<file path="src/inc/rtfmt_regs.vh">
// Register map, field positions, reset values and forced codes of the result formatter
`ifndef RTFMT_REGS_VH
`define RTFMT_REGS_VH

`define RTFMT_OFS_LOCAL      8'h00
`define RTFMT_OFS_RS_MSB     8'h04
`define RTFMT_OFS_RS_LSB     8'h08
`define RTFMT_OFS_RU_MSB     8'h0C
`define RTFMT_OFS_RU_LSB     8'h10
`define RTFMT_OFS_STATUS     8'h14
`define RTFMT_OFS_CONFIG     8'h18
`define RTFMT_OFS_CRIT_WR    8'h1C
`define RTFMT_OFS_CRIT_RD    8'h20
`define RTFMT_OFS_HIGH       8'h24

`define RTFMT_CFG_ALERT_MASK 0
`define RTFMT_CFG_CRIT_MASK  1
`define RTFMT_CFG_USF        2
`define RTFMT_CFG_FILT_LO    3
`define RTFMT_CFG_FILT_HI    4

`define RTFMT_ST_CRIT        1
`define RTFMT_ST_FAULT       2
`define RTFMT_ST_HIGH        4

`define RTFMT_RST_CONFIG     8'h00
`define RTFMT_RST_CRIT       8'h55
`define RTFMT_RST_HIGH       8'h46

`define RTFMT_FILT_NONE      2'b00
`define RTFMT_FILT_STD       2'b01
`define RTFMT_FILT_RSVD      2'b10
`define RTFMT_FILT_ENH       2'b11

`define RTFMT_S_FORCE_GND    16'h8000
`define RTFMT_S_FORCE_OPEN   16'h7F00
`define RTFMT_U_FORCE_GND    16'h0000
`define RTFMT_U_FORCE_OPEN   16'hFF00

`define RTFMT_S_MAX          16'sd4095
`define RTFMT_S_MIN          -16'sd4096
`define RTFMT_U_MAX          16'sd8191
`define RTFMT_CLIP_STEP      17'sd128

`define RTFMT_RESP_OKAY      2'b00
`define RTFMT_RESP_SLVERR    2'b10

`endif

</file>
<file path="src/rtl/rtfmt_top.v">
// Temperature result formatter, diode fault forcing, remote filter and AXI4-Lite registers
//
// Decided for this implementation: the register offsets and the AXI4-Lite register port.
`timescale 1ns/1ps
`include "rtfmt_regs.vh"

module rtfmt_top #(
  parameter ADDR_W = 8,
  parameter RAW_W  = 16
) (
  // Clock and reset
  input  wire              aclk,
  input  wire              aresetn,
  // AXI4-Lite write
  input  wire [ADDR_W-1:0] awaddr,
  input  wire              awvalid,
  output reg               awready,
  input  wire [31:0]       wdata,
  input  wire [3:0]        wstrb,
  input  wire              wvalid,
  output reg               wready,
  output reg  [1:0]        bresp,
  output reg               bvalid,
  input  wire              bready,
  // AXI4-Lite read
  input  wire [ADDR_W-1:0] araddr,
  input  wire              arvalid,
  output reg               arready,
  output reg  [31:0]       rdata,
  output reg  [1:0]        rresp,
  output reg               rvalid,
  input  wire              rready,
  // Conversion front end, 1/32 degree signed samples
  input  wire              conv_done,
  input  wire [RAW_W-1:0]  remote_raw,
  input  wire [RAW_W-1:0]  local_raw,
  // Diode fault comparators, asynchronous
  input  wire              diode_short_gnd,
  input  wire              diode_open,
  input  wire              diode_short_vdd,
  // Open-drain pins
  output reg               alert_pin,
  output reg               alert_pin_oe_n,
  output reg               critical_temp_output,
  output reg               critical_temp_output_oe_n
);

  ////////////////////////////////////////////////////////////////////////////
  // Fault input synchronisers
  reg [2:0] flt_meta;
  reg [2:0] flt_sync;

  always @(posedge aclk) begin
    if (!aresetn) begin
      flt_meta <= 3'h0;
      flt_sync <= 3'h0;
    end else begin
      flt_meta <= {diode_short_vdd, diode_open, diode_short_gnd};
      flt_sync <= flt_meta;
    end
  end

  wire fault_gnd  = flt_sync[0];
  wire fault_high = flt_sync[1] | flt_sync[2];

  ////////////////////////////////////////////////////////////////////////////
  // Software state
  reg [7:0] config_reg;
  reg [7:0] critical_setpoint;
  reg [7:0] high_setpoint;

  wire [1:0] remote_filter_select = config_reg[`RTFMT_CFG_FILT_HI:`RTFMT_CFG_FILT_LO];
  wire       unsigned_format_select = config_reg[`RTFMT_CFG_USF];
  wire       filtering = (remote_filter_select == `RTFMT_FILT_STD) ||
                         (remote_filter_select == `RTFMT_FILT_ENH);

  ////////////////////////////////////////////////////////////////////////////
  // Conversion results
  reg signed [RAW_W-1:0] filt;
  reg        [15:0]      sword;
  reg        [15:0]      uword;
  reg        [7:0]       local_res;
  reg                    diode_fault_flag;
  reg                    crit_status;
  reg                    high_status;

  reg signed [RAW_W:0]   diff;
  reg signed [RAW_W:0]   step;
  reg signed [RAW_W:0]   sum;
  reg signed [RAW_W-1:0] next_filt;
  reg signed [RAW_W-1:0] sv;
  reg signed [RAW_W-1:0] uv;
  reg signed [RAW_W-1:0] lv;
  reg        [15:0]      next_sword;
  reg        [15:0]      next_uword;
  reg        [7:0]       next_local;
  reg signed [8:0]       rem_int;
  reg signed [8:0]       crit_int;
  reg signed [8:0]       high_int;

  always @* begin
    diff = $signed({remote_raw[RAW_W-1], remote_raw}) - $signed({filt[RAW_W-1], filt});
    step = diff;
    // Clipping keeps a single spike from dragging the average far
    if (remote_filter_select == `RTFMT_FILT_ENH) begin
      if (diff > `RTFMT_CLIP_STEP)
        step = `RTFMT_CLIP_STEP;
      else if (diff < -`RTFMT_CLIP_STEP)
        step = -`RTFMT_CLIP_STEP;
    end
    sum = $signed({filt[RAW_W-1], filt}) + (step >>> 2);
    if (filtering)
      next_filt = sum[RAW_W-1:0];
    else
      next_filt = remote_raw;

    sv = next_filt;
    if (next_filt > `RTFMT_S_MAX)
      sv = `RTFMT_S_MAX;
    else if (next_filt < `RTFMT_S_MIN)
      sv = `RTFMT_S_MIN;
    uv = next_filt;
    if (next_filt < 0)
      uv = {RAW_W{1'b0}};
    else if (next_filt > `RTFMT_U_MAX)
      uv = `RTFMT_U_MAX;
    if (!filtering) begin
      sv[1:0] = 2'b00;
      uv[1:0] = 2'b00;
    end
    next_sword = {sv[12:0], 3'b000};
    next_uword = {uv[12:0], 3'b000};
    if (fault_gnd) begin
      next_sword = `RTFMT_S_FORCE_GND;
      next_uword = `RTFMT_U_FORCE_GND;
    end else if (fault_high) begin
      next_sword = `RTFMT_S_FORCE_OPEN;
      next_uword = `RTFMT_U_FORCE_OPEN;
    end

    lv = $signed(local_raw) >>> 5;
    if (lv > 127)
      next_local = 8'h7F;
    else if (lv < -128)
      next_local = 8'h80;
    else
      next_local = lv[7:0];

    // Comparisons run on the word that was just formatted, forced or not
    if (unsigned_format_select) begin
      rem_int  = {1'b0, next_uword[15:8]};
      crit_int = {1'b0, critical_setpoint};
      high_int = {1'b0, high_setpoint};
    end else begin
      rem_int  = {next_sword[15], next_sword[15:8]};
      crit_int = {critical_setpoint[7], critical_setpoint};
      high_int = {high_setpoint[7], high_setpoint};
    end
  end

  always @(posedge aclk) begin
    if (!aresetn) begin
      filt             <= {RAW_W{1'b0}};
      sword            <= 16'h0000;
      uword            <= 16'h0000;
      local_res        <= 8'h00;
      diode_fault_flag <= 1'b0;
      crit_status      <= 1'b0;
      high_status      <= 1'b0;
    end else if (conv_done) begin
      // All results commit on the same edge so a read never mixes samples
      filt             <= next_filt;
      sword            <= next_sword;
      uword            <= next_uword;
      local_res        <= next_local;
      diode_fault_flag <= fault_high & ~fault_gnd;
      crit_status      <= rem_int > crit_int;
      high_status      <= rem_int > high_int;
    end
  end

  ////////////////////////////////////////////////////////////////////////////
  // Open-drain pins; the fault flag deliberately feeds neither
  always @(posedge aclk) begin
    if (!aresetn) begin
      alert_pin                 <= 1'b0;
      alert_pin_oe_n            <= 1'b1;
      critical_temp_output      <= 1'b0;
      critical_temp_output_oe_n <= 1'b1;
    end else begin
      alert_pin                 <= 1'b0;
      critical_temp_output      <= 1'b0;
      alert_pin_oe_n            <= ~(high_status & ~config_reg[`RTFMT_CFG_ALERT_MASK]);
      critical_temp_output_oe_n <= ~(crit_status & ~config_reg[`RTFMT_CFG_CRIT_MASK]);
    end
  end

  ////////////////////////////////////////////////////////////////////////////
  // AXI4-Lite write path
  reg [ADDR_W-1:0] aw_addr;
  reg              aw_full;
  reg [7:0]        w_byte;
  reg              w_lane0;
  reg              w_full;
  reg [1:0]        wr_resp;

  always @* begin
    case (aw_addr)
      `RTFMT_OFS_CONFIG, `RTFMT_OFS_CRIT_WR, `RTFMT_OFS_HIGH,
      `RTFMT_OFS_LOCAL, `RTFMT_OFS_RS_MSB, `RTFMT_OFS_RS_LSB,
      `RTFMT_OFS_RU_MSB, `RTFMT_OFS_RU_LSB, `RTFMT_OFS_STATUS,
      `RTFMT_OFS_CRIT_RD: wr_resp = `RTFMT_RESP_OKAY;
      default:            wr_resp = `RTFMT_RESP_SLVERR;
    endcase
  end

  always @(posedge aclk) begin
    if (!aresetn) begin
      awready           <= 1'b0;
      wready            <= 1'b0;
      bvalid            <= 1'b0;
      bresp             <= `RTFMT_RESP_OKAY;
      aw_addr           <= {ADDR_W{1'b0}};
      aw_full           <= 1'b0;
      w_byte            <= 8'h00;
      w_lane0           <= 1'b0;
      w_full            <= 1'b0;
      config_reg        <= `RTFMT_RST_CONFIG;
      critical_setpoint <= `RTFMT_RST_CRIT;
      high_setpoint     <= `RTFMT_RST_HIGH;
    end else begin
      if (!awready && !aw_full && !bvalid)
        awready <= 1'b1;
      if (!wready && !w_full && !bvalid)
        wready <= 1'b1;
      if (awvalid && awready) begin
        aw_addr <= awaddr;
        aw_full <= 1'b1;
        awready <= 1'b0;
      end
      if (wvalid && wready) begin
        w_byte  <= wdata[7:0];
        w_lane0 <= wstrb[0];
        w_full  <= 1'b1;
        wready  <= 1'b0;
      end
      if (aw_full && w_full && !bvalid) begin
        aw_full <= 1'b0;
        w_full  <= 1'b0;
        bvalid  <= 1'b1;
        bresp   <= wr_resp;
        // One data byte per register write; read-only offsets ignore it
        if (w_lane0) begin
          case (aw_addr)
            `RTFMT_OFS_CONFIG:  config_reg        <= w_byte & 8'h1F;
            `RTFMT_OFS_CRIT_WR: critical_setpoint <= w_byte;
            `RTFMT_OFS_HIGH:    high_setpoint     <= w_byte;
            default:            config_reg        <= config_reg;
          endcase
        end
      end
      if (bvalid && bready)
        bvalid <= 1'b0;
    end
  end

  ////////////////////////////////////////////////////////////////////////////
  // AXI4-Lite read path
  reg [31:0] rd_word;
  reg [1:0]  rd_resp;

  always @* begin
    rd_word = 32'h0000_0000;
    rd_resp = `RTFMT_RESP_OKAY;
    case (araddr)
      `RTFMT_OFS_LOCAL:   rd_word[7:0] = local_res;
      `RTFMT_OFS_RS_MSB:  rd_word[7:0] = sword[15:8];
      `RTFMT_OFS_RS_LSB:  rd_word[7:0] = sword[7:0];
      `RTFMT_OFS_RU_MSB:  rd_word[7:0] = uword[15:8];
      `RTFMT_OFS_RU_LSB:  rd_word[7:0] = uword[7:0];
      `RTFMT_OFS_STATUS: begin
        rd_word[`RTFMT_ST_CRIT]  = crit_status;
        rd_word[`RTFMT_ST_FAULT] = diode_fault_flag;
        rd_word[`RTFMT_ST_HIGH]  = high_status;
      end
      `RTFMT_OFS_CONFIG:  rd_word[7:0] = config_reg;
      `RTFMT_OFS_CRIT_WR: rd_word[7:0] = 8'h00;
      `RTFMT_OFS_CRIT_RD: rd_word[7:0] = critical_setpoint;
      `RTFMT_OFS_HIGH:    rd_word[7:0] = high_setpoint;
      default:            rd_resp = `RTFMT_RESP_SLVERR;
    endcase
  end

  always @(posedge aclk) begin
    if (!aresetn) begin
      arready <= 1'b0;
      rvalid  <= 1'b0;
      rdata   <= 32'h0000_0000;
      rresp   <= `RTFMT_RESP_OKAY;
    end else begin
      if (!arready && !rvalid)
        arready <= 1'b1;
      if (arvalid && arready) begin
        rdata   <= rd_word;
        rresp   <= rd_resp;
        rvalid  <= 1'b1;
        arready <= 1'b0;
      end
      // Reads have no side effect, so any way the host ends one is safe
      if (rvalid && rready)
        rvalid <= 1'b0;
    end
  end

endmodule

</file>
<file path="config.mk">
export PLATFORM = sky130hd
export DESIGN_NAME = rtfmt_top
export DESIGN_NICKNAME = d
export VERILOG_FILES = /design/src/rtl/rtfmt_top.v
export VERILOG_INCLUDE_DIRS = /design/src /design/src/inc
export SDC_FILE = /design/constraint.sdc
export NUM_CORES = 1
export LEC_CHECK = 0
export BUFFER_PORTS_ARGS = -buffer_cell sky130_fd_sc_hd__buf_4
export CAP_MARGIN = 20
export CORE_ASPECT_RATIO = 1.5
export CORE_UTILIZATION = 35
export CTS_CLUSTER_SIZE = 40
export DETAILED_ROUTE_END_ITERATION = 7
export HOLD_SLACK_MARGIN = 0.1
export SLEW_MARGIN = 20
export SYNTH_ARGS = -nofsm -noshare
export SYNTH_HDL_FRONTEND = slang
export SYNTH_SLANG_ARGS = --single-unit
</file>
<file path="constraint.sdc">
create_clock -name aclk -period 10.9 [get_ports aclk]
set_input_delay 1.635 -clock aclk [delete_from_list [all_inputs] [get_ports aclk]]
set_output_delay 1.635 -clock aclk [all_outputs]
set_load 0.05 [all_outputs]
</file>
Word level (Yosys, flattened, before mapping):

Index checks and enable logic that the tools add are counted.

* input bits: 95
* flip-flop bits (word level): 124
* word-level logic and storage cells: 128

* mux-type cells: 26
* reduce and logical (&&, ||, !) cells: 33
* add/subtract/negate cells: 2
* equal/unequal tests: 20
* bitwise gates (word level): 10
* $lt $le $gt $ge: 10

Operator list (number)
* $mux W16: 5
* $eq A8 B5 Y1 const B: 8
* $mux W13: 4
* $mux W17: 3
* $eq A8 B4 Y1 const B: 4
* $eq A8 B6 Y1 const B: 4
* $mux W9: 3
* $pmux W3 S7: 1
* $reduce_or A10 Y1: 2
* $gt A9 B9 Y1: 2
* $pmux W2 S9: 1
* $gt A17 B9 Y1 const B: 1
* $lt A17 B8 Y1 const B: 1
* $sub A16 B16 Y17: 1
* $add A16 B15 Y16: 1
* $eq A8 B3 Y1 const B: 2
* $gt A16 B13 Y1 const B: 1
* $gt A16 B14 Y1 const B: 1
* $logic_not A8 Y1: 2
* $lt A16 B1 Y1 const B: 1
* $lt A16 B13 Y1 const B: 1
* $mux W8: 2
* $pmux W1 S8: 2
* $logic_and A1 B1 Y1: 12
* other kinds (13): 36

Logic depth before layout (Yosys ltp):

Gate-level depths: netlist (run 1).

* depth after elaboration: 15
* gate-level depth with buffers: 36
* depth with buffers taken out: 33

Worst setup path before layout (run 1):

No wires, ideal clock.

* path kind: input-to-reg
* start point: input remote_raw[0]
* end point: register high_status
* data required time: 10.769 ns
* stages on the path: 34
* arrival: 7.878 ns
* slack: 2.891 ns
* cell sequence: inv_1 -> ha_1 -> fa_1 -> nor2b_1 -> o31ai_1 -> a21o_1 -> a21oi_1 -> xnor2_1 -> or4_1 -> nor4_2 -> a31oi_1 -> o31ai_1 -> ha_1 -> a21o_1 -> a22o_1 -> o211ai_2 -> nor3_1 -> o41ai_2 -> buf_2 -> nand2_1 -> buf_2 -> a21o_1 -> o21ai_0 -> o21ai_0 -> ha_1 -> nor2b_1 -> o21a_1 -> o21a_1 -> o21a_1 -> o21a_1 -> o21ai_0 -> nand2b_1 -> a211oi_1 -> o22ai_1

* cells in the longest elaborated chain, start to end: 14

RTL lines
* from (decl): line rtfmt_top.v:35 `input wire [RAW_W-1:0] remote_raw,`
* $sub A16 B16 Y17: line rtfmt_top.v:102 `diff = $signed({remote_raw[RAW_W-1], remote_raw}) - $signed({filt[RAW_W-1], filt});`
* $lt A17 B8 Y1 (no source line)
* $mux W17: line rtfmt_top.v:108 `` else if (diff < -`RTFMT_CLIP_STEP) ``
* $mux W17: line rtfmt_top.v:106 `` if (diff > `RTFMT_CLIP_STEP) ``
* $mux W17: line rtfmt_top.v:105 `` if (remote_filter_select == `RTFMT_FILT_ENH) begin ``
* $add A16 B15 Y16: line rtfmt_top.v:111 `sum = $signed({filt[RAW_W-1], filt}) + (step >>> 2);`
* $mux W16 *: line rtfmt_top.v:112 `if (filtering)`
* $lt A16 B13 Y1 (no source line) or $gt A16 B14 Y1 (tied branches)
* $mux W13 (on tied branches): line rtfmt_top.v:120, rtfmt_top.v:125
* $mux W13 (on tied branches): line rtfmt_top.v:118, rtfmt_top.v:123
* $mux W16: line rtfmt_top.v:136 `end else if (fault_high) begin`
* $mux W16: line rtfmt_top.v:133 `if (fault_gnd) begin`
* $mux W9 *: line rtfmt_top.v:150 `if (unsigned_format_select) begin`
* $gt A9 B9 Y1 *: line rtfmt_top.v:178 `high_status <= rem_int > high_int;`
* to (signal assigned): line rtfmt_top.v:178
* to (decl): line rtfmt_top.v:85 `reg high_status;`

Every way passes the cells marked *; elsewhere a longest branch is shown, timed or not.
A chain may end at the register's enable or synchronous reset.

Final worst setup path (run 1):

* start point: input remote_raw[1]
* end point: register crit_status

* cells in the longest elaborated chain, start to end: 14

RTL lines
* $sub A16 B16 Y17: line rtfmt_top.v:102
* $lt A17 B8 Y1 (no source line)
* $mux W17: line rtfmt_top.v:108
* $mux W17: line rtfmt_top.v:106
* $mux W17: line rtfmt_top.v:105
* $add A16 B15 Y16: line rtfmt_top.v:111
* $mux W16 *: line rtfmt_top.v:112
* $lt A16 B13 Y1 (no source line) or $gt A16 B14 Y1 (tied branches)
* $mux W13 (on tied branches): line rtfmt_top.v:120, rtfmt_top.v:125
* $mux W13 (on tied branches): line rtfmt_top.v:118, rtfmt_top.v:123
* $mux W16: line rtfmt_top.v:136
* $mux W16: line rtfmt_top.v:133
* $mux W9 *: line rtfmt_top.v:150
* $gt A9 B9 Y1 *: line rtfmt_top.v:177 `crit_status <= rem_int > crit_int;`
* to (signal assigned): line rtfmt_top.v:177
* to (decl): line rtfmt_top.v:84 `reg crit_status;`

Marked as above.

==> flow_summary.yaml, run 1 <==
status:
  status: "finished, final reports clean"
routing:
  drtIter0Drc: 352
  wirelength_um: 23100
  drcViolationCount: 0
  vias: 7295
  final_antenna_net_count: 0
  drtPass1Iterations: 5
  detail_route.wl_per_cell_um: 17.3
  viasPerCell: 5.46
layout:
  fillCellCount: 2233
  finalNetCount: 1198
  multi_input_area_sq_mm: 0.00501
  drive_above_1_share_pct: 13.9
  antennaDiodeCount: 0
  syn_to_final_growth_pct: 16.8
  max_flop_register: "filt"
  largest_reg_flops: 16
  reg_top3: "filt: 16 flops, sword: 13 flops, uword: 13 flops"
  seq_area_sq_mm: 0.00232
yosys:
  netlist_area_sq_mm: 0.00778
  syn_inst: 984
  synth_top_area_share_pct: 29.8
  ys.flop_type: "dfxtp_1"
  async_reset_ff_share_pct: 0
  yosysWarnings: 0
  syn_avg_cell_area_sq_um: 7.91
  yosysTopAreaCell: "dfxtp_1"
  synth_seq_area_share_pct: 29.8
  ys_ff_latch: 116
  yosysUniqueCellTypes: 71
  synth_edf_count: 0
  yosysMostFrequentCell: "dfxtp_1"
  synthTopCellsByArea: "dfxtp_1 (30%), ha_1 (8.2%), nand2_1 (5.2%)"
  netlist_top_cells_count: "dfxtp_1 (116), nand2_1 (107), nor2_1 (97), a21oi_1 (78), o21ai_0 (56)"
placed_design:
  io_buffers: 79
  dp_hpwl_um: 18000
  gp_congestion: 0.901
floorplanning:
  die_x_um: 124
  pin_count: 140
  die-area_sq_mm: 0.0228
  start_util_pct: 35.8
  coreArea_sq_mm: 0.0217
  die_y_um: 185
  placementRows: 66
global_route:
  grt_max_degree: 45
  antenna_found_initial: 0
  grtUsageTotal_pct: 21.0
  grt_pass1_vias: 7055
  grt_pass1_wl_um: 36800
  grt_overflow_total: 0
critical_path:
  crit_path_frequent_cell: "o21a_1"
  crit_type: "in -> reg"
  reg2reg_from: "filt[1]$_SDFFE_PN0P_"
  cp_top_family: "compound AO/OA/AOI/OAI gates"
  startpoint: "remote_raw[1]"
  worstPathRequired_ps: 11160
  endpoint_kind: "register"
  crit_fanout: 8
  slowest_stage: "o311ai_0"
  start_kind: "input port"
  worst_path_largest_cell_delay_ps: 600
  arrival_ps: 9280
  path_buf_inv: 1
clocking:
  htree_levels: 4
  cts-resized-gates: 0
  cts_buffer_depth: 2
  root_buffer: "clkbuf_16"
  ctsHoldBuffers: 0
  clock_latency_ps: 410
  cts_tree: "built"
  cts_setup_buffers: 0
  clk_pin_slew_ps: 60
  cts_sinks: 116
  cts-buffers-inserted: 17
timing:
  finalMaxSlewViolations: 0
  fin_crit_sh_pct: 82.7
  fin_worst_skew_ps: 8.58
  hold_viol_final: 0
  max_freq_ghz: 0.111
  relSlewSlack_pct: 24.8
  worst_pin_slew_ps: 1120
  fin_crit_ps: 9020
  rsz0062_at_grt: "no"
  setup_viol: 0
  setup_tns_ps: 0
  whs_ps: 423
hold_path:
  hold_path_startpoint: "flt_meta[0]$_SDFF_PN0_"
  hp-class: "reg -> reg"
power:
  power_leakage_nw: 3.72
  ir_worst_vdd_v: 0.0000908
  power.density_mw_per_mm2: 152
run:
  maxCapViolCount: 0
[cell usage in the layout (no fill, tap or decap), types with 20 or more instances in the layout]
cell type    n
mux2i_1     35
conb_1      28
o21ai_0     56
nor2_1      97
nor3_1      20
nand3_1     33
nand2_1    107
a21oi_1     78
ha_1        51
buf_4       87
a211oi_1    22
dfxtp_1    116
inv_1       46
[through the flow]
stage	utilization (%)	cell area [sq um]	total power, W	instances	setup slack (ps)
after floorplan	-	7880	0.000753	1011	2890
after global placement	39.2	8510	0.000836	1303	1430
after detailed placement	39.2	8510	0.000841	1303	1420
after CTS	41.8	9080	0.00138	1335	1830
after global routing	41.8	9080	0.00145	1335	1320
final	41.8	9080	0.00138	1335	1880
[worst paths after layout]
check,to,slack (ps),cells past startpoint
worst max register to register,crit_status$_SDFFE_PN0P_,2700,31
worst max-delay path,crit_status$_SDFFE_PN0P_,1880,31
worst min-delay path,flt_sync[0]$_SDFF_PN0_,420,1
worst min register to register,flt_sync[0]$_SDFF_PN0_,420,1
[routing by layer]
metal	wire (um)	up-vias	part of all wire [%]	GRT usage, %
li1	-	3645	-	-
met1	9000	3400	39	22.5
met2	12400	192	53	38.9
met3	767	58	3.3	2.82
met4	995	0	4.3	10.6
met5	0	-	0	0
[report_power, final]
part	total, W	internal [W]	leakage (nW)	switching [W]
Clock	0.000544	0.000342	0.261	0.000203
Sequential	0.000464	0.000446	0.951	0.0000179
Combinational	0.000370	0.000141	2.51	0.000230
[final cells by class]
cell class	instances	area share, %
Tap cell	272	3.75
Sequential cell	116	25.6
Multi-Input combinational cell	781	55.2
Clock inverter	12	1.45
Clock buffer	20	4.92
Timing Repair Buffer	87	7.19
Inverter	47	1.94
[cells by family after synthesis]
group,count (synthesis),synth area share [%]
and+or+nand+nor,342,20.6
buffers and inverters,114,7.01
DFF,116,29.8
xor gates and xnor gates,23,2.59
other,1,0.0482
adders and majority gates,53,8.72
muxes,40,5.23
AOI/OAI and AO/OA,295,26.0
[worst register-to-register path: cells and delay by family (launching register included)]
kind | cells | cell delay [ps]
AO/OA/AOI/OAI | 18 | 4330
XOR/XNOR | 1 | 570
adder cells (fa/ha/maj) | 4 | 1270
buffers and inverters | 1 | 70
flip-flops | 1 | 460
AND/OR/NAND/NOR | 7 | 1320
No activity file was read; power rests on OpenSTA's default activity.
==> inputs of run 2 (changes only) <==
==> constraint.sdc (replaced) <==
create_clock -name aclk -period 8.45 [get_ports aclk]
set_input_delay 1.2675 -clock aclk [delete_from_list [all_inputs] [get_ports aclk]]
set_output_delay 1.2675 -clock aclk [all_outputs]
set_load 0.05 [all_outputs]
==> flow_summary.yaml, run 2 (synthesis gave the netlist of run 1 again) <==
clocking:
  cts_buffer_depth: 2
  cts_sinks: 116
  clock_latency_ps: 420
  cts_tree: "built"
  root_buffer: "clkbuf_16"
  clk_pin_slew_ps: 50
  cts-buffers-inserted: 17
  htree_levels: 4
  cts_setup_buffers: 0
layout:
  syn_to_final_growth_pct: 21.4
  antennaDiodeCount: 0
  drive_above_1_share_pct: 17.6
  final_cell_mix: "buf_4 (129), dfxtp_1 (116), nand2_1 (107)"
  final_cell_area_sq_mm: 0.00944
  largest_reg_flops: 16
  final_common_cell: "buf_4"
  max_flop_register: "filt"
  reg_top3: "filt: 16 flops, sword: 13 flops, uword: 13 flops"
  finalNetCount: 1241
critical_path:
  worstPathRequired_ps: 8710
  crit_type: "in -> reg"
  start_kind: "input port"
  crit_fanout: 6
  arrival_ps: 8200
  worst_path_largest_cell_delay_ps: 520
  endpoint_kind: "register"
  crit_path_frequent_cell: "o21a_1"
  slowest_stage: "o311ai_2"
routing:
  drt-met1-wl_um: 9070
  detail_route.wl_per_cell_um: 17.0
  viasPerCell: 5.46
  wirelength_um: 23400
  route.met3.wl_um: 787
  final_antenna_net_count: 0
  routed-wl-met2_um: 12600
  drtPass1Iterations: 5
  drcViolationCount: 0
  vias: 7513
  drtIter0Drc: 395
  top_layer: "met4"
placed_design:
  gp_congestion: 0.889
  place_ws_ps: -61.1
  placed_area_sq_mm: 0.00882
  dp_hpwl_um: 18100
  io_buffers: 79
hold_path:
  hp-class: "reg -> reg"
global_route:
  grt_pass1_vias: 7258
  grt_pass1_wl_um: 36800
  grt_max_degree: 79
  grt_overflow_total: 0
  antenna_found_initial: 0
  grtUsageTotal_pct: 21.1
timing:
  finalMaxSlewViolations: 0
  hold_viol_final: 0
  fin_crit_sh_pct: 93.9
  setup_viol: 0
  fin_worst_skew_ps: 9.12
  rsz0062_at_grt: "no"
  max_freq_ghz: 0.126
  fin_crit_ps: 7940
  worst_slack_ps: 512
  relSlewSlack_pct: 42.4
  worst_pin_slew_ps: 864
floorplanning:
  die_x_um: 124
  pin_count: 140
  die-area_sq_mm: 0.0228
  die_y_um: 185
  start_util_pct: 35.8
  coreArea_sq_mm: 0.0217
  placementRows: 66
status:
  status: "finished, final reports clean"
power:
  power.density_mw_per_mm2: 192
  comb_power_share_pct: 29.1
  clock_power_share_pct: 37.8
  power_leakage_nw: 3.95
  ir_worst_vdd_v: 0.000144
  p_int_w: 0.00122
  p_switching_w: 0.000593
  seqPwrFrac_pct: 33.1
  p_sw_share_pct: 32.8
run:
  maxCapViolCount: 0
## run 2: cell types whose count changed in the layout (fill, tap and decap cells not counted), moves of 2 or more
| cell | before | now |
|---|---|---|
| clkbuf_8 | 1 | 3 |
| clkinvlp_4 | 7 | 5 |
| buf_4 | 87 | 129 |
| clkbuf_1 | 2 | 0 |
| nor4_4 | 0 | 2 |
| xnor2_2 | 0 | 2 |
| clkinv_4 | 0 | 2 |
| xnor2_1 | 15 | 13 |
| nor4_2 | 2 | 0 |
## run 2: worst max-delay path: cells and delay by family
family	cells	cell delay (ps)
buf+inv	4	460
simple gates	9	1470
compound gates	18	3770
fa+ha+maj	4	1210
## run 2: routing by layer
metal | up-vias | global-route usage [%]
li1 | 3734 | -
met1 | 3507 | 21.7
met2 | 216 | 40.2
met3 | 56 | 3.09
met4 | 0 | 10.5
met5 | - | 0
## run 2: final timing paths
path                     startpoint  slack, ps  depth (start not counted)                  endpoint
max                   remote_raw[0]        510                         35  high_status$_SDFFE_PN0P_
min          flt_meta[1]$_SDFF_PN0_        430                          1    flt_sync[1]$_SDFF_PN0_
max reg2reg    filt[1]$_SDFFE_PN0P_        940                         32  high_status$_SDFFE_PN0P_
min reg2reg  flt_meta[1]$_SDFF_PN0_        430                          1    flt_sync[1]$_SDFF_PN0_
## run 2: layout make-up
class | count | area [sq um]
timing repair buffer | 130 | 973
inverter | 47 | 176
multi-input combinational | 781 | 5060
clock buffer | 20 | 467
clock inverter | 11 | 104
fill | 2258 | 12300
sequential | 116 | 2320
tap | 272 | 340
## run 2: per-stage QoR
| stage | std cells | util [%] | hold WS, ps | power, W | setup TNS, ps |
|---|---|---|---|---|---|
| 2_1_floorplan | 1011 | - | 395 | 0.000971 | 0 |
| 3_3_place_gp | 1345 | 40.6 | 416 | 0.00112 | 0 |
| 3_5_place_dp | 1345 | 40.6 | 419 | 0.00113 | -106 |
| 4_1_cts | 1376 | 43.2 | 428 | 0.00181 | 0 |
| 5_1_grt | 1377 | 43.5 | 444 | 0.00190 | 0 |
| 6_report | 1377 | 43.5 | 427 | 0.00181 | 0 |
## run 2: timing repair
item,4_1_cts,5_1_grt
endpoints found under the setup margin,0,2
hold buffers,0,0
hold endpoints to repair,0,0
resized for setup,0,6
## run 2: power by group through the flow
stage | Sequential [W] | Combinational [W] | Clock, W
after floorplan | 0.000614 | 0.000357 | 0
after global placement | 0.000609 | 0.000511 | 0
after detailed placement | 0.000609 | 0.000517 | 0
after CTS | 0.000598 | 0.000519 | 0.000696
after global routing | 0.000601 | 0.000579 | 0.000721
final | 0.000598 | 0.000527 | 0.000684
==> inputs of run 3 (changes only) <==
--- a/config.mk
+++ b/config.mk
@@ -8,7 +8,7 @@
 export LEC_CHECK = 0
 export BUFFER_PORTS_ARGS = -buffer_cell sky130_fd_sc_hd__buf_4
 export CAP_MARGIN = 20
-export CORE_ASPECT_RATIO = 1.5
+export CORE_ASPECT_RATIO = 0.7
 export CORE_UTILIZATION = 35
 export CTS_CLUSTER_SIZE = 40
 export DETAILED_ROUTE_END_ITERATION = 7
==> flow_summary.yaml, run 3 (synthesis gave the netlist of run 1 again) <==
placed_design:
  dp_cells: 1345
  placed_area_sq_mm: 0.00876
  gp_congestion: 0.948
  io_buffers: 79
  dp_hpwl_um: 17400
power:
  power.density_mw_per_mm2: 196
  power_leakage_nw: 3.91
  power_w: 0.00184
  ir_worst_vdd_v: 0.000132
critical_path:
  worstPathRequired_ps: 8720
  endpoint_kind: "register"
  crit_fanout: 7
  slowest_stage: "nor4_1"
  r2r_cells: 33
  crit_type: "in -> reg"
  worst_path_largest_cell_delay_ps: 420
  arrival_ps: 8190
  reg2reg_from: "filt[1]$_SDFFE_PN0P_"
  worst-r2r-setup-slack_ps: 1010
  start_kind: "input port"
  r2r_end: "crit_status$_SDFFE_PN0P_"
timing:
  finalMaxSlewViolations: 0
  relSlewSlack_pct: 35.6
  max_freq_ghz: 0.126
  setup_tns_ps: 0
  rsz0062_at_grt: "no"
  hold_viol_final: 0
  fin_crit_sh_pct: 93.8
  setup_viol: 0
  worst_pin_slew_ps: 958
  fin_crit_ps: 7920
  fin_worst_skew_ps: 11.6
routing:
  vias: 7372
  final_antenna_net_count: 0
  viasPerCell: 5.35
  wirelength_um: 22700
  drtIter0Drc: 619
  detail_route.wl_per_cell_um: 16.5
  drtPass1Iterations: 5
  drcViolationCount: 0
floorplanning:
  die_y_um: 127
  placementRows: 45
  coreArea_sq_mm: 0.0217
  die_x_um: 180
  die-area_sq_mm: 0.0228
  pin_count: 140
  start_util_pct: 35.8
clocking:
  clock_latency_ps: 420
  clk_pin_slew_ps: 60
  cts-buffers-inserted: 17
  root_buffer: "clkbuf_16"
  cts_setup_buffers: 0
  cts_tree: "built"
  htree_levels: 4
  cts_sinks: 116
  cts_buffer_depth: 2
layout:
  drive_above_1_share_pct: 16.6
  fillCellCount: 2211
  reg_top3: "filt: 16 flops, sword: 13 flops, uword: 13 flops"
  multi_input_area_sq_mm: 0.00504
  final_cell_area_sq_mm: 0.00938
  post-route-util_pct: 43.2
  seq_area_sq_mm: 0.00232
  final_common_cell: "buf_4"
  max_flop_register: "filt"
  instances_no_fill: 1377
  final_cell_mix: "buf_4 (119), dfxtp_1 (116), nand2_1 (107)"
  largest_reg_flops: 16
  finalNetCount: 1230
  syn_to_final_growth_pct: 20.6
  antennaDiodeCount: 0
global_route:
  grt_pass1_wl_um: 36700
  grt_overflow_total: 0
  antenna_found_initial: 0
  grt_pass1_vias: 6810
  grtUsageTotal_pct: 20.2
  grt_max_degree: 69
hold_path:
  min_to: "flt_sync[0]$_SDFF_PN0_"
  hold_path_startpoint: "flt_meta[0]$_SDFF_PN0_"
  hp-class: "reg -> reg"
  hold_depth: 1
status:
  status: "finished, final reports clean"
run:
  maxCapViolCount: 0
==> run 3: cell count changes in the layout (fill, tap and decap cells not counted), sizes merged <==
cell and delta:
bufinv +1, clkinv -1, buf -11, inv +3
clkinvlp -2
==> run 3: area by class of cell <==
class	count	share of cell area (%)
clock buffers	20	4.87
well taps	282	3.76
inverters	47	1.88
multi-input cells	781	53.7
clock inverters	12	1.53
flip-flops and latches	116	24.8
repair buffers	119	9.52
==> run 3: worst max-delay path by stage <==
| stage | startpoint | end | slack [ps] | cells after the start |
|---|---|---|---|---|
| after detailed placement | remote_raw[1] | crit_status$_SDFFE_PN0P_ | 70 | 34 |
| final | remote_raw[0] | crit_status$_SDFFE_PN0P_ | 530 | 35 |
| after global routing | remote_raw[1] | crit_status$_SDFFE_PN0P_ | 40 | 33 |
| after CTS | remote_raw[1] | crit_status$_SDFFE_PN0P_ | 470 | 34 |
| after global placement | remote_raw[1] | crit_status$_SDFFE_PN0P_ | 140 | 34 |
| after floorplan | remote_raw[0] | high_status$_SDFFE_PN0P_ | 810 | 34 |
==> run 3: worst max-delay path: cells and delay by family <==
family | cells | cell delay [ps]
compound gates | 17 | 3170
simple gates | 10 | 2110
fa+ha+maj | 4 | 1160
buf+inv | 4 | 460
==> run 3: metrics by stage <==
step                worst slack (ps)  hold WS [ps]
detailed placement              66.8           422
CTS                              473           440
global route                    38.7           464
floorplan                        809           395
global placement                 144           419
finish                           527           434
==> run 3: routing by layer <==
layer  GRT usage, %  routed length, um
met5              0                  0
met4           4.22                191
met2           28.2               8710
met3           3.82               1450
met1           31.2              12400
==> run 3: power breakdown <==
| group | total [W] | switching [W] | internal [W] |
|---|---|---|---|
| clock network | 0.000730 | 0.000276 | 0.000454 |
| logic | 0.000511 | 0.000306 | 0.000205 |
| registers | 0.000598 | 0.0000230 | 0.000575 |
| total | 0.00184 | 0.000605 | 0.00123 |
==> run 3: timing repair <==
item,in CTS,in global routing
hold buffers,0,0
resized for setup,0,3
setup endpoints to repair,0,2
